$ cat src/hdl/fwe_consts.vh
// Purpose: shared constants of the serial memory command decoder
// Assumes: included by its bare name, definitions only
// Notes:   opcodes are fixed here; only the buffer depth and its pointer width are overridable, through parameters
`ifndef FWE_CONSTS_VH
`define FWE_CONSTS_VH

// Command bytes
`define FWE_OP_PERMIT     8'h06
`define FWE_OP_FORBID     8'h04
`define FWE_OP_STAT_RD    8'h05
`define FWE_OP_STAT_WR    8'h01
`define FWE_OP_MEM_MASK   8'hf7
`define FWE_OP_MEM_WR     8'h02
`define FWE_OP_MEM_RD     8'h03
`define FWE_OP_ABIT       3

// Status byte layout
`define FWE_ST_WPL        1
`define FWE_ST_PROT_LO    2
`define FWE_ST_PROT_HI    3
`define FWE_ST_RST        8'h00

// Array shape and write buffer
`define FWE_ADDR_W        9
`define FWE_FIFO_DEPTH    8
`define FWE_FIFO_AW       3

`endif

$ cat src/hdl/fwe_decode.v
// Purpose: serial command decoder and write permit latch of a 512 byte
//          ferroelectric memory, with status byte and write buffer
// Assumes: serial clock, select and data arrive from outside and are
//          synchronised here; array read data is valid one cycle after
//          mem_rd_addr_q changes
// Notes:   serial modes 0 and 3; the upper half write keeps the latch set
//          while KEEP_ON_UPPER is 1, as the production silicon does
`timescale 1ns/1ps
`include "fwe_consts.vh"
module fwe_decode #(
  parameter KEEP_ON_UPPER = 1,
  parameter FIFO_DEPTH    = `FWE_FIFO_DEPTH,
  parameter FIFO_AW       = `FWE_FIFO_AW
) (
  input  wire        clk,             // 200 MHz system clock
  input  wire        rst_b,           // Synchronous reset, low
  input  wire        sck,             // Serial clock pin
  input  wire        cs_b,            // Chip select pin, low
  input  wire        mosi,            // Serial data in pin
  output reg         miso_q,          // Serial data out
  output reg         miso_oe_q,       // Data out enable, high drives
  output reg  [8:0]  mem_rd_addr_q,   // Array read address
  input  wire [7:0]  mem_rd_data,     // Array read data
  output wire        mem_wr_valid_q,  // Array write offered
  input  wire        mem_wr_ready,    // Array takes the write
  output wire [8:0]  mem_wr_addr_q,   // Array write address
  output wire [7:0]  mem_wr_data_q,   // Array write data
  output reg         write_permit_q,  // Write permit latch
  output reg  [1:0]  protect_sel_q,   // Protect selects high, low
  output reg         wr_overrun_q     // Write byte lost in frame
);

  // Frame states
  localparam ST_IDLE    = 3'd0;
  localparam ST_CMD     = 3'd1;
  localparam ST_ADDR    = 3'd2;
  localparam ST_DATA_WR = 3'd3;
  localparam ST_DATA_RD = 3'd4;
  localparam ST_STAT_RD = 3'd5;
  localparam ST_STAT_WR = 3'd6;
  localparam ST_IGNORE  = 3'd7;

  localparam AW = `FWE_ADDR_W;
  localparam WW = AW + 8;

  ////////////////////////////////////////////////////////////////////////
  // Pin synchronisers; stage one feeds stage two only
  reg        sck_s1_q;
  reg        sck_s2_q;
  reg        sck_s3_q;
  reg        cs_s1_q;
  reg        cs_s2_q;
  reg        cs_s3_q;
  reg        mosi_s1_q;
  reg        mosi_s2_q;

  always @(posedge clk) begin
    if (!rst_b) begin
      sck_s1_q  <= 1'b0;
      sck_s2_q  <= 1'b0;
      sck_s3_q  <= 1'b0;
      cs_s1_q   <= 1'b1;
      cs_s2_q   <= 1'b1;
      cs_s3_q   <= 1'b1;
      mosi_s1_q <= 1'b0;
      mosi_s2_q <= 1'b0;
    end else begin
      sck_s1_q  <= sck;
      sck_s2_q  <= sck_s1_q;
      sck_s3_q  <= sck_s2_q;
      cs_s1_q   <= cs_b;
      cs_s2_q   <= cs_s1_q;
      cs_s3_q   <= cs_s2_q;
      mosi_s1_q <= mosi;
      mosi_s2_q <= mosi_s1_q;
    end
  end

  ////////////////////////////////////////////////////////////////////////
  // Frame state
  reg [2:0]    state_q;
  reg [2:0]    bit_cnt_q;
  reg [6:0]    rx_sh_q;
  reg [7:0]    opc_q;
  reg [AW-1:0] addr_q;
  reg [7:0]    tx_sh_q;
  reg          wrote_q;
  reg          pend_q;
  reg [WW-1:0] pend_word_q;

  wire       frame     = ~cs_s2_q;
  wire       cs_fall   = cs_s3_q & ~cs_s2_q;
  wire       cs_rise   = ~cs_s3_q & cs_s2_q;
  wire       sck_rise  = frame & ~sck_s3_q & sck_s2_q;
  wire       sck_fall  = frame & sck_s3_q & ~sck_s2_q;
  wire       byte_done = sck_rise & (bit_cnt_q == 3'd7);
  wire [7:0] rx_byte   = {rx_sh_q, mosi_s2_q};

  // Memory opcodes are matched with bit 3 masked off, which is the top address bit
  wire is_mem_wr = (rx_byte & `FWE_OP_MEM_MASK) == `FWE_OP_MEM_WR;
  wire is_mem_rd = (rx_byte & `FWE_OP_MEM_MASK) == `FWE_OP_MEM_RD;

  // Accepted data byte of a memory write
  wire new_wr = byte_done & (state_q == ST_DATA_WR) & write_permit_q;

  // Upper half writes leave the latch standing on this silicon
  wire keep_latch = (KEEP_ON_UPPER != 0) & opc_q[`FWE_OP_ABIT];

  ////////////////////////////////////////////////////////////////////////
  // Status byte as read back; undefined bits stay zero
  reg [7:0] status_byte;

  always @* begin
    status_byte                  = `FWE_ST_RST;
    status_byte[`FWE_ST_WPL]     = write_permit_q;
    status_byte[`FWE_ST_PROT_LO] = protect_sel_q[0];
    status_byte[`FWE_ST_PROT_HI] = protect_sel_q[1];
  end

  // Byte to send next, chosen by the phase of the frame
  reg [7:0] tx_next;

  always @* begin
    case (state_q)
      ST_STAT_RD: tx_next = status_byte;
      ST_DATA_RD: tx_next = mem_rd_data;
      default:    tx_next = 8'h00;
    endcase
  end

  ////////////////////////////////////////////////////////////////////////
  // Command decode, address and bit counting
  always @(posedge clk) begin
    if (!rst_b) begin
      state_q       <= ST_IDLE;
      bit_cnt_q     <= 3'd0;
      rx_sh_q       <= 7'h00;
      opc_q         <= 8'h00;
      addr_q        <= {AW{1'b0}};
      mem_rd_addr_q <= {AW{1'b0}};
      wrote_q       <= 1'b0;
      protect_sel_q <= 2'h0;
    end else if (cs_fall) begin
      state_q   <= ST_CMD;
      bit_cnt_q <= 3'd0;
      wrote_q   <= 1'b0;
    end else if (cs_rise) begin
      state_q <= ST_IDLE;
    end else if (sck_rise) begin
      bit_cnt_q <= bit_cnt_q + 3'd1;
      rx_sh_q   <= rx_byte[6:0];
      if (byte_done) begin
        case (state_q)
          ST_CMD: begin
            opc_q <= rx_byte;
            if (is_mem_wr || is_mem_rd) begin
              state_q <= ST_ADDR;
            end else if (rx_byte == `FWE_OP_STAT_RD) begin
              state_q <= ST_STAT_RD;
            end else if (rx_byte == `FWE_OP_STAT_WR) begin
              state_q <= ST_STAT_WR;
            end else begin
              state_q <= ST_IGNORE;
            end
          end
          ST_ADDR: begin
            // Ninth bit comes from the command, eight from this byte
            addr_q        <= {opc_q[`FWE_OP_ABIT], rx_byte};
            mem_rd_addr_q <= {opc_q[`FWE_OP_ABIT], rx_byte};
            state_q       <= opc_q[0] ? ST_DATA_RD : ST_DATA_WR;
          end
          ST_DATA_RD: begin
            addr_q        <= addr_q + 1'b1;
            mem_rd_addr_q <= addr_q + 1'b1;
          end
          ST_DATA_WR: begin
            addr_q <= addr_q + 1'b1;
            if (write_permit_q) begin
              wrote_q <= 1'b1;
            end
          end
          ST_STAT_WR: begin
            // Only the protect selects take a written value
            if (write_permit_q) begin
              protect_sel_q[0] <= rx_byte[`FWE_ST_PROT_LO];
              protect_sel_q[1] <= rx_byte[`FWE_ST_PROT_HI];
              wrote_q          <= 1'b1;
            end
            state_q <= ST_IGNORE;
          end
          default: begin
            state_q <= state_q;
          end
        endcase
      end
    end
  end

  ////////////////////////////////////////////////////////////////////////
  // Write permit latch; only commands and write completion touch it
  always @(posedge clk) begin
    if (!rst_b) begin
      write_permit_q <= 1'b0;
    end else if (byte_done && state_q == ST_CMD && rx_byte == `FWE_OP_PERMIT) begin
      write_permit_q <= 1'b1;
    end else if (byte_done && state_q == ST_CMD && rx_byte == `FWE_OP_FORBID) begin
      write_permit_q <= 1'b0;
    end else if (cs_rise && wrote_q && !keep_latch) begin
      write_permit_q <= 1'b0;
    end
  end

  ////////////////////////////////////////////////////////////////////////
  // Serial data out; mode 0 needs the first bit before any clock edge
  always @(posedge clk) begin
    if (!rst_b) begin
      miso_q    <= 1'b0;
      miso_oe_q <= 1'b0;
      tx_sh_q   <= 8'h00;
    end else begin
      miso_oe_q <= frame & (state_q == ST_STAT_RD || state_q == ST_DATA_RD);
      if (cs_fall || cs_rise) begin
        miso_q  <= 1'b0;
        tx_sh_q <= 8'h00;
      end else if (sck_fall) begin
        if (bit_cnt_q == 3'd0) begin
          miso_q  <= tx_next[7];
          tx_sh_q <= {tx_next[6:0], 1'b0};
        end else begin
          miso_q  <= tx_sh_q[7];
          tx_sh_q <= {tx_sh_q[6:0], 1'b0};
        end
      end
    end
  end

  ////////////////////////////////////////////////////////////////////////
  // Byte hand-off toward the buffer; one word may wait for room
  wire fifo_in_ready;

  always @(posedge clk) begin
    if (!rst_b) begin
      pend_q      <= 1'b0;
      pend_word_q <= {WW{1'b0}};
    end else if (new_wr && (!pend_q || fifo_in_ready)) begin
      pend_q      <= 1'b1;
      pend_word_q <= {addr_q, rx_byte};
    end else if (fifo_in_ready) begin
      pend_q <= 1'b0;
    end
  end

  // Lost byte flag; a loss in the clearing cycle still counts
  always @(posedge clk) begin
    if (!rst_b) begin
      wr_overrun_q <= 1'b0;
    end else if (new_wr && pend_q && !fifo_in_ready) begin
      wr_overrun_q <= 1'b1;
    end else if (cs_fall) begin
      wr_overrun_q <= 1'b0;
    end
  end

  ////////////////////////////////////////////////////////////////////////
  // Write buffer; array back-pressure fills it
  wire [WW-1:0] fifo_out;

  fwe_fifo #(
    .W  (WW),
    .D  (FIFO_DEPTH),
    .AW (FIFO_AW)
  ) u_fifo (
    .clk         (clk),
    .rst_b       (rst_b),
    .in_valid    (pend_q),
    .in_ready    (fifo_in_ready),
    .in_data     (pend_word_q),
    .out_valid_q (mem_wr_valid_q),
    .out_ready   (mem_wr_ready),
    .out_data_q  (fifo_out)
  );

  assign mem_wr_addr_q = fifo_out[WW-1:8];
  assign mem_wr_data_q = fifo_out[7:0];

endmodule

$ cat src/hdl/fwe_fifo.v
// Purpose: small write buffer between the serial decoder and the array
// Assumes: one clock, synchronous active low reset
// Notes:   output side is registered; in_ready drops when full
`timescale 1ns/1ps
module fwe_fifo #(
  parameter W  = 17,
  parameter D  = 8,
  parameter AW = 3
) (
  input  wire         clk,        // System clock
  input  wire         rst_b,      // Synchronous reset, low
  input  wire         in_valid,   // Word offered
  output wire         in_ready,   // Room for a word
  input  wire [W-1:0] in_data,    // Word in
  output reg          out_valid_q, // Word held at output
  input  wire         out_ready,  // Drain side takes word
  output reg  [W-1:0] out_data_q  // Word out
);

  reg [W-1:0] mem_q [0:D-1];
  reg [AW-1:0] wp_q;
  reg [AW-1:0] rp_q;
  reg [AW:0]   cnt_q;
  wire         push;
  wire         pop;

  // Output stage refills whenever it is empty or being taken
  assign in_ready = (cnt_q != D[AW:0]);
  assign push     = in_valid & in_ready;
  assign pop      = (cnt_q != {(AW+1){1'b0}}) & (~out_valid_q | out_ready);

  ////////////////////////////////////////////////////////////////////////
  // Storage, one flop row per entry
  genvar gi;
  generate
    for (gi = 0; gi < D; gi = gi + 1) begin : g_ent
      // Entry index at pointer width; a genvar takes no part-select
      localparam [AW-1:0] IDX = gi;
      always @(posedge clk) begin
        if (push && wp_q == IDX) begin
          mem_q[gi] <= in_data;
        end
      end
    end
  endgenerate

  ////////////////////////////////////////////////////////////////////////
  // Pointers, count and output register
  always @(posedge clk) begin
    if (!rst_b) begin
      wp_q        <= {AW{1'b0}};
      rp_q        <= {AW{1'b0}};
      cnt_q       <= {(AW+1){1'b0}};
      out_valid_q <= 1'b0;
      out_data_q  <= {W{1'b0}};
    end else begin
      if (push) begin
        wp_q <= (wp_q == D[AW-1:0] - 1'b1) ? {AW{1'b0}} : wp_q + 1'b1;
      end
      if (pop) begin
        rp_q       <= (rp_q == D[AW-1:0] - 1'b1) ? {AW{1'b0}} : rp_q + 1'b1;
        out_data_q <= mem_q[rp_q];
      end
      if (push & ~pop) begin
        cnt_q <= cnt_q + 1'b1;
      end else if (pop & ~push) begin
        cnt_q <= cnt_q - 1'b1;
      end
      if (pop) begin
        out_valid_q <= 1'b1;
      end else if (out_ready) begin
        out_valid_q <= 1'b0;
      end
    end
  end

endmodule

$ cat config.mk
export PLATFORM = sky130hd
export DESIGN_NAME = fwe_decode
export DESIGN_NICKNAME = d
export VERILOG_FILES = /design/src/hdl/fwe_decode.v /design/src/hdl/fwe_fifo.v
export VERILOG_INCLUDE_DIRS = /design/src /design/src/hdl
export SDC_FILE = /design/constraint.sdc
export NUM_CORES = 1
export LEC_CHECK = 0
export ABC_AREA = 1
export BUFFER_PORTS_ARGS = -buffer_cell sky130_fd_sc_hd__buf_2
export CAP_MARGIN = 20
export CORE_UTILIZATION = 45
export CTS_CLUSTER_DIAMETER = 120
export DETAILED_ROUTE_END_ITERATION = 10
export PLACE_DENSITY = 0.59
export SYNTH_ARGS = -nofsm -noshare
export SYNTH_HDL_FRONTEND = slang
export SYNTH_HIERARCHICAL = 1
export SYNTH_SLANG_ARGS = --single-unit
$ cat constraint.sdc
create_clock -name clk -period 2.9 [get_ports clk]
set_clock_uncertainty 0.2 [all_clocks]
set_input_delay 0.145 -clock clk [delete_from_list [all_inputs] [get_ports clk]]
set_output_delay 0.145 -clock clk [all_outputs]
set_load 0.005 [all_outputs]
==> run_results.csv, run 1 <==
group,metric,value,unit
floorplanning,start_util,0.461,
layout,antenna_cells,0,
drt,viasPerCell,4.92,
global_routing,use_met3,0.0305,
clock_tree,numCtsBuffers,26,
drt,drt_iter0_drc,479,
floorplanning,coreArea,22700,um^2
power,pwr-share-comb,0.225,
layout,multi_input_area,3420,um^2
logic_synthesis,yosysMostFrequentCell,"nand2_1",
placed_design,portBuffers,46,
drt,wl,23300,um
global_routing,grt_busiest_layer,"met2",
layout,fillers,2116,
logic_synthesis,ys.flop_type,"edfxtp_1",
logic_synthesis,synth-edff-count,136,
global_routing,grt_start_max_net_pins,71,
layout,regArea,6110,um^2
power,power_switching,2730,uW
global_routing,met1_usage,0.269,
floorplanning,row_count,55,
global_routing,overflow,0,
logic_synthesis,ys_types,31,
clock_tree,cts_tree,"built",
clock_tree,clk-insertion-delay-late,520,ps
clock_tree,cts_htree_levels,1,
placed_design,post-place-ws,560,ps
global_routing,antenna_found_initial,0,
sta,tns,0,ps
power,power_density,751,nW/um^2
worst_setup_path,arrival,2570,ps
worst_setup_path,worst-path-max-fanout,5,
logic_synthesis,synthTopCellsByCount,"nand2_1 (307), inv_1 (169), nand3_1 (144)",
sta,final.period_utilization,0.805,
sta,timing.fmax,0.429,GHz
sta,layout_setup_ws,567,ps
logic_synthesis,yosysWarnings,6,
logic_synthesis,synth_fp_nets,1235,
placed_design,placed_cells,1507,
drt,drt_first_pass_iters,4,
power,sw_frac_of_total,0.304,
worst_setup_path,required,3140,ps
placed_design,gp_congestion,0.865,
drt,ant_nets,0,
status,outcome,"finished, final reports clean",
floorplanning,die_x,154,um
layout,final_cell_count_no_fill,1569,
floorplanning,fp.dieArea,23900,um^2
sta,tightest_slew,828,ps
clock_tree,clockBufferDepth,3,
placed_design,hpwl,14200,um
power,p_leak,0.00524,uW
sta,period_minus_slack,2330,ps
logic_synthesis,syn_avg_cell_area,8.70,um^2
power,internal-power,6240,uW
logic_synthesis,synth_largest_area_cell,"edfxtp_1",
layout,final_util,0.526,
flow_run,maxCapViolations,0,
power,peakVddDrop,0.511,mV
global_routing,met2_usage,0.338,
sta,maxSlewHeadroom,0.446,
layout,nets,1296,
floorplanning,io_pins,47,
logic_synthesis,syn_area,10500,um^2
worst_setup_path,crit_path_end_kind,"register",
drt,drcViolationCount,0,
sta,maxSlewViolCount,0,
drt,vias,7722,
drt,routedWlPerCell,14.9,um
logic_synthesis,synth-seq-cells,237,
sta,finalSetupViolCount,0,
layout,drive_gt1_frac,0.104,
logic_synthesis,seq_area_frac_synth,0.584,
logic_synthesis,yosys-top-cells-area,"edfxtp_1 (39%), dfxtp_1 (19%), nand2_1 (11%)",
worst_hold_path,hold_path_class,"in2reg",
logic_synthesis,syn_inst,1203,
clock_tree,cts_sinks,237,
global_routing,grt_pass1_vias,7155,
power,seqPwrFrac,0.421,
floorplanning,die-height,154,um
global_routing,track_usage,0.200,
worst_setup_path,critPathLaunchType,"register",
worst_setup_path,crit_type,"reg2reg",
sta,hold_ws,148,ps
sta,rsz0062_at_grt,"false",
clock_tree,root_buffer,"clkbuf_16",
sta,hold_viol,0,
logic_synthesis,netlist.area_leader.share,0.390,
global_routing,grt_pass1_wl,37500,um
layout,syn_to_final_growth,14.1,%
power,pwr-share-clk,0.355,
logic_synthesis,async_flop_share,0,
clock_tree,path_clk_slew,60,ps
[cells by family (layout without fill, tap and decap cells)]
family | after synthesis | in the layout | synth area share
fa+ha+maj | 18 | 18 | 0.0222
buf+inv | 229 | 310 | 0.0922
flops | 237 | 237 | 0.584
xor+xnor | 5 | 5 | 0.00418
simple gates | 584 | 584 | 0.234
compound gates | 130 | 130 | 0.0639
[sequential cells by signal, indices dropped and copies added (netlist names), 2 cells and up]
signal / count
u_fifo/mem_q: 136
opc_q: 2
mem_rd_addr_q: 9
u_fifo/wp_q: 3
u_fifo/out_data_q: 17
rx_sh_q: 7
bit_cnt_q: 3
protect_sel_q: 2
addr_q: 9
tx_sh_q: 7
pend_word_q: 17
u_fifo/cnt_q: 4
state_q: 3
u_fifo/rp_q: 3
[cell type report]
class | count | area share
clock buffer | 33 | 0.0593
clock inverter | 15 | 0.0101
inverter | 179 | 0.0563
multi-input combinational | 737 | 0.287
sequential | 237 | 0.511
tap | 285 | 0.0299
timing repair buffer | 83 | 0.0465
[placed cells by master (no fill, tap or decap), types with 2 or more instances in the layout]
master           n
a21oi_1         63
a31oi_1          6
buf_2           46
buf_4           22
bufinv_16        2
clkbuf_1         5
clkbuf_16       27
clkinv_1        10
clkinv_2         5
dfxtp_1        100
dlygate4sd3_1   14
edfxtp_1       136
ha_1            17
inv_1          169
inv_2            7
nand2_1        307
nand2_2          2
nand3_1        144
nand3_2          2
nand4_1          3
nor2_1         109
nor2_2           2
nor2_4           2
nor3_1           3
nor3_2           6
o21ai_0         48
o21ai_1         10
o21ai_2          2
or2_2            3
xor2_1           4
[per-layer routing]
metal	up-vias	routed length, um
li1	4005	-
met1	3527	11000
met2	155	11000
met3	35	911
met4	0	431
met5	-	0
[worst max-delay path: stages, from the launching register on]
cell and delay (ps):
dfxtp_1 350, nor2_1 160, nand3_1 110, nand2_1 90, inv_1 80, ha_1 210
inv_1 150, ha_1 270, or2_2 300, nand2_1 70, nand3_1 60, nand2_1 60
nand2_1 40, a21oi_1 100
[what timing repair did]
| action | in CTS | in global routing |
|---|---|---|
| hold buffers | 14 | 0 |
| gates resized for setup | 0 | 0 |
| endpoints found under the hold margin | 19 | 0 |
| setup buffers | 0 | 0 |
[power by group through the flow]
stage                     logic (uW)  clock network, uW  registers [uW]
after floorplan                 1430                  0            3850
after global placement          2000                  0            3840
after detailed placement        2020                  0            3840
after CTS                       2040               3260            3770
after global routing            2290               3380            3790
final                           2020               3180            3770
[stage by stage]
| step | area, um^2 | power, uW |
|---|---|---|
| 5_1_grt | 11900 | 9460 |
| 4_1_cts | 11900 | 9080 |
| 6_report | 11900 | 8970 |
| 3_3_place_gp | 11000 | 5840 |
| 3_5_place_dp | 11000 | 5860 |
| 2_1_floorplan | 10500 | 5280 |
[path summary, 6_finish.rpt]
path	depth (start not counted)	slack, ps	from	to
worst max-delay path	13	570	u_fifo/cnt_q[0]$_SDFFE_PN0P_	u_fifo/cnt_q[3]$_SDFFE_PN0P_
worst min-delay path	4	150	mosi	mosi_s1_q$_SDFF_PN0_
worst max register to register	13	570	u_fifo/cnt_q[0]$_SDFFE_PN0P_	u_fifo/cnt_q[3]$_SDFFE_PN0P_
worst min register to register	2	210	sck_s1_q$_SDFF_PN0_	sck_s2_q$_SDFF_PN0_
(Power assumes the default switching activity.)
==> run 2: changes to the inputs <==
Settings changed: ABC_AREA 1 to 0, PLACE_DENSITY 0.59 to 0.62.
Clock period 2.9 ns to 2.05 ns, I/O delays scaled along.
==> run_results.csv, run 2 <==
group,metric,value,unit
worst_setup_path,cp_slowest_cell,"or4_4",
global_routing,antenna_found_initial,0,
status,outcome,"finished with violations",
sta,finalSetupViolCount,3,
layout,mostFrequentLayoutCell,"edfxtp_1",
floorplanning,start_util,0.464,
sta,tightest_slew,558,ps
layout,drive_gt1_frac,0.276,
floorplanning,row_count,53,
drt,routedWlPerCell,19.0,um
sta,period_minus_slack,2410,ps
sta,rsz0062_at_grt,"true",
placed_design,portBuffers,46,
global_routing,grt_pass1_wl,34500,um
status,failed_checks,"negative setup slack",
power,internal-power,7990,uW
layout,final_cell_count_no_fill,1162,
drt,viasPerCell,5.51,
worst_setup_path,critPathLaunchType,"register",
worst_setup_path,worst_path_most_repeated_cell,"ha_4",
placed_design,hpwl,13400,um
worst_setup_path,crit_path_end_kind,"register",
worst_setup_path,worst-path-max-fanout,4,
logic_synthesis,synth-seq-cells,237,
logic_synthesis,syn_avg_cell_area,13.1,um^2
drt,wl,22100,um
drt,ant_nets,0,
logic_synthesis,syn_inst,754,
drt,vias,6397,
power,power_density,811,nW/um^2
global_routing,track_usage,0.200,
power,peakVddDrop,0.573,mV
layout,antenna_cells,0,
global_routing,overflow,0,
clock_tree,clockBufferDepth,3,
floorplanning,io_pins,47,
layout,final_util,0.575,
layout,syn_to_final_growth,23.8,%
global_routing,grt_start_max_net_pins,45,
worst_setup_path,cpLargestDelayFamily,"simple AND/OR/NAND/NOR gates",
worst_setup_path,path_buf_inv,2,
logic_synthesis,synth_largest_area_cell,"edfxtp_1",
layout,largest_reg_flops,136,
logic_synthesis,yosysWarnings,6,
logic_synthesis,ys_types,76,
clock_tree,path_clk_slew,60,ps
clock_tree,numCtsBuffers,25,
logic_synthesis,synth_fp_nets,786,
logic_synthesis,synthTopCellsByCount,"edfxtp_1 (136), dfxtp_1 (101), nand2_1 (87)",
floorplanning,die-height,150,um
placed_design,post-place-ws,-361,ps
sta,tns,-970,ps
power,p_leak,0.00404,uW
sta,hold_viol,0,
power,p_total,9920,uW
placed_design,placed_cells,1083,
worst_setup_path,required,2270,ps
clock_tree,cts_htree_levels,1,
global_routing,grt_pass1_vias,6384,
power,sw_frac_of_total,0.195,
clock_tree,clk-insertion-delay-late,530,ps
worst_setup_path,cp_cell_sequence,"or4_4 -> and2_4 -> clkinv_4 -> ha_4 -> inv_4 -> ha_4 -> nand3_2 -> a211oi_2 -> a31oi_2 -> mux2i_1",
drt,drcViolationCount,0,
sta,maxSlewViolCount,0,
floorplanning,fp.dieArea,22500,um^2
flow_run,maxCapViolations,0,
logic_synthesis,seq_area_frac_synth,0.618,
clock_tree,cts_sinks,237,
clock_tree,root_buffer,"clkbuf_16",
layout,layout_common_cells,"edfxtp_1 (136), dfxtp_1 (95), nand2_1 (86), buf_4 (53), buf_2 (45)",
power,pwr-share-clk,0.482,
power,pwr-share-comb,0.015,
worst_setup_path,arrival,2620,ps
logic_synthesis,syn_area,9880,um^2
logic_synthesis,yosys-top-cells-area,"edfxtp_1 (41%), dfxtp_1 (20%), mux4_2 (7.8%)",
layout,top_regs,"u_fifo/mem_q x136, pend_word_q x17, u_fifo/out_data_q x17",
drt,drt_iter0_drc,302,
sta,maxSlewHeadroom,0.628,
logic_synthesis,netlist.area_leader.share,0.413,
worst_setup_path,crit_path_max_incr_delay,530,ps
floorplanning,die_x,150,um
worst_setup_path,crit_type,"reg2reg",
layout,nets,900,
power,seqPwrFrac,0.504,
floorplanning,coreArea,21300,um^2
logic_synthesis,synth-edff-count,136,
placed_design,gp_congestion,0.849,
logic_synthesis,ys.flop_type,"edfxtp_1",
drt,drt_first_pass_iters,5,
logic_synthesis,yosysMostFrequentCell,"edfxtp_1",
sta,layout_setup_ws,-355,ps
clock_tree,cts_tree,"built",
layout,regMostFlops,"u_fifo/mem_q",
sta,final.period_utilization,1.17,
logic_synthesis,async_flop_share,0,
worst_hold_path,hold_path_class,"in2reg",
power,power_switching,1930,uW
sta,timing.fmax,0.416,GHz
run 2: cell types whose count changed in the layout (fill, tap and decap cells not counted), sizes merged, moves of 15 or more:
| cell | change |
|---|---|
| mux2i | +17 |
| nor2b | +17 |
| o21ai | -15 |
| inv | -160 |
| nor2 | -91 |
| buf | +47 |
| nand2 | -221 |
| nand3 | -108 |
| mux4 | +34 |
| a21oi | -42 |
run 2: worst reg2reg max path, cell delays in order, from the launching register on:
cell and delay [ps]:
dfxtp_2 330, or4_4 530, and2_4 170, clkinv_4 50, ha_4 130, inv_4 50
ha_4 280, nand3_2 100, a211oi_2 270, a31oi_2 60, mux2i_1 130
run 2: kinds of logic (layout without fill, tap and decap cells):
group,Yosys count,count (layout),synth area share
buf+inv,66,199,0.0366
mux,54,54,0.0982
xor+xnor,5,5,0.00443
simple gates,235,235,0.126
fa+ha+maj,18,18,0.0236
flops,237,237,0.618
compound gates,139,139,0.0928
run 2: cell type report:
cell class	instances	area [um^2]
Clock buffer	33	666
Clock inverter	13	210
Fill cell	1706	9050
Inverter	18	75.1
Multi-Input combinational cell	451	3590
Sequential cell	237	6110
Tap cell	275	344
Timing Repair Buffer	135	1230
run 2: through the flow:
stage | hold WS (ps) | area [um^2]
finish | 219 | 12200
global route | 249 | 12200
CTS | 201 | 12100
detailed placement | 92.8 | 10800
global placement | 94.2 | 10800
floorplan | 3.97 | 9920
run 2: layer usage:
layer	global-route usage	up-vias	part of all wire	wire (um)
li1	-	3057	-	-
met1	0.254	3178	0.42	9360
met2	0.355	132	0.51	11300
met3	0.0291	30	0.046	1010
met4	0.0520	0	0.019	428
met5	0	-	0	0
run 2: path summary, 6_finish.rpt:
kind | startpoint | to | slack [ps] | cells after the start
worst max-delay path | u_fifo/cnt_q[3]$_SDFFE_PN0P_ | u_fifo/cnt_q[3]$_SDFFE_PN0P_ | -360 | 10
worst min-delay path | mem_rd_data[4] | tx_sh_q[5]$_SDFFE_PP0P_ | 220 | 4
worst max register to register | u_fifo/cnt_q[3]$_SDFFE_PN0P_ | u_fifo/cnt_q[3]$_SDFFE_PN0P_ | -360 | 10
worst min register to register | sck_s1_q$_SDFF_PN0_ | sck_s2_q$_SDFF_PN0_ | 230 | 1
run 2: power by group through the flow:
stage | sequential [uW] | clock (uW) | combinational [uW]
after CTS | 4990 | 4880 | 145
after global placement | 5100 | 0 | 116
after detailed placement | 5100 | 0 | 120
after floorplan | 5090 | 0 | 76.2
after global routing | 5000 | 5040 | 161
final | 5000 | 4780 | 148
run 2: timing repair:
item,CTS,global route
hold buffers,16,0
setup endpoints to repair,111,60
gates cloned,3,3
hold endpoints to repair,48,0
gates resized for setup,29,17
buffers inserted,7,6
pin swaps,9,7
==> run 3: changes to the inputs <==
Settings changed: ABC_AREA 0 to 1.
==> run_results.csv, run 3 (synthesized netlist as in run 1, its figures left out) <==
group,metric,value,unit
clock_tree,clockBufferDepth,3,
power,power_switching,3980,uW
placed_design,hpwl,15000,um
layout,drive_gt1_frac,0.132,
power,internal-power,9170,uW
drt,drt_first_pass_iters,5,
clock_tree,path_clk_slew,60,ps
power,seqPwrFrac,0.409,
layout,layout_common_cells,"nand2_1 (306), inv_1 (166), nand3_1 (142), edfxtp_1 (136), nor2_1 (108)",
global_routing,grt_pass1_wl,38300,um
floorplanning,die_x,154,um
drt,routedWlPerCell,14.9,um
layout,mostFrequentLayoutCell,"nand2_1",
drt,drt_iter0_drc,553,
sta,hold_viol,0,
power,sw_frac_of_total,0.303,
drt,vias,7975,
floorplanning,io_pins,47,
clock_tree,cts_sinks,237,
worst_setup_path,crit_type,"reg2reg",
sta,timing.fmax,0.497,GHz
sta,period_minus_slack,2010,ps
layout,final_cell_count_no_fill,1594,
global_routing,overflow,0,
worst_setup_path,required,2300,ps
clock_tree,root_buffer,"clkbuf_16",
layout,nets,1321,
sta,tns,0,ps
floorplanning,start_util,0.461,
layout,largest_reg_flops,136,
clock_tree,cts_htree_levels,1,
sta,maxSlewViolCount,0,
status,outcome,"finished, final reports clean",
layout,postLayoutCellArea,12400,um^2
clock_tree,cts_tree,"built",
layout,fillers,2051,
worst_setup_path,arrival,2260,ps
layout,antenna_cells,0,
worst_hold_path,hold_path_class,"in2reg",
power,p_leak,0.00542,uW
power,peakVddDrop,0.633,mV
power,p_total,13200,uW
placed_design,placed_cell_area,11300,um^2
clock_tree,clk-insertion-delay-late,520,ps
global_routing,grt_start_max_net_pins,60,
floorplanning,row_count,55,
drt,viasPerCell,5.00,
worst_setup_path,worst-path-max-fanout,4,
sta,final.period_utilization,0.982,
clock_tree,numCtsBuffers,26,
worst_setup_path,crit_path_end_kind,"register",
drt,wl,23700,um
layout,top_regs,"u_fifo/mem_q x136, pend_word_q x17, u_fifo/out_data_q x17",
global_routing,antenna_found_initial,0,
global_routing,grt_pass1_vias,7335,
layout,regMostFlops,"u_fifo/mem_q",
sta,maxSlewHeadroom,0.451,
placed_design,portBuffers,46,
floorplanning,die-height,154,um
sta,finalSetupViolCount,0,
layout,final_util,0.545,
global_routing,track_usage,0.202,
worst_setup_path,critPathLaunchType,"register",
power,pwr-share-comb,0.233,
sta,tightest_slew,822,ps
placed_design,placed_cells,1524,
placed_design,gp_congestion,0.848,
power,pwr-share-clk,0.358,
power,power_density,1060,nW/um^2
drt,ant_nets,0,
drt,drcViolationCount,0,
flow_run,maxCapViolations,0,
layout,syn_to_final_growth,18.3,%
floorplanning,fp.dieArea,23900,um^2
floorplanning,coreArea,22700,um^2
sta,rsz0062_at_grt,"true",
## run 3: what timing repair did
item,in CTS,in global routing
resized for setup,1,9
pin swaps,2,6
setup endpoints to repair,1,96
endpoints found under the hold margin,76,0
hold buffers,16,0
buffers inserted,3,3
## run 3: final cells by class
cell class | count | area (um^2) | area share
tap | 285 | 357 | 0.0288
sequential | 237 | 6110 | 0.494
inverter | 179 | 674 | 0.0545
clock inverter | 14 | 153 | 0.0123
clock buffer | 34 | 722 | 0.0583
timing repair buffer | 108 | 877 | 0.0709
multi-input combinational | 737 | 3480 | 0.281
## run 3: final timing paths
check                                    start                      endpoint  slack (ps)  depth (start not counted)
setup reg to reg  u_fifo/cnt_q[1]$_SDFFE_PN0P_  u_fifo/cnt_q[3]$_SDFFE_PN0P_          40                         13
hold / removal                  mem_rd_data[5]       tx_sh_q[6]$_SDFFE_PP0P_         180                          4
setup / recovery  u_fifo/cnt_q[1]$_SDFFE_PN0P_  u_fifo/cnt_q[3]$_SDFFE_PN0P_          40                         13
hold reg to reg            sck_s1_q$_SDFF_PN0_           sck_s2_q$_SDFF_PN0_         220                          2
## run 3: stage by stage
step	hold slack, ps	worst slack (ps)
4_1_cts	169	3.46
2_1_floorplan	0.131	-469
6_report	179	36.4
5_1_grt	210	-66.7
3_5_place_dp	91.9	11.8
3_3_place_gp	90.0	38.3
## run 3: power groups by stage
| stage | Combinational (uW) | Clock, uW | Sequential, uW |
|---|---|---|---|
| 2_1_floorplan | 2080 | 0 | 5460 |
| 3_3_place_gp | 2910 | 0 | 5470 |
| 3_5_place_dp | 2950 | 0 | 5480 |
| 4_1_cts | 2990 | 4790 | 5370 |
| 5_1_grt | 3430 | 4950 | 5410 |
| 6_report | 3070 | 4710 | 5380 |
## run 3: critical path, stage by stage, from the launching register on
cell     delay [ps]
dfxtp_2         330
nor2_4          130
nand3_2          90
nand2_2          90
inv_2            60
ha_4            170
inv_4            80
ha_4            200
or2_4           230
nand2_1          60
nand3_1          60
nand2_1          60
nand2_1          60
a21oi_2         120
## run 3: layer usage
layer  share of wire  wire, um  global-route usage
met5               0         0                   0
met4           0.016       381              0.0471
met3           0.048      1150              0.0275
met2            0.47     11100               0.337
met1            0.47     11100               0.279
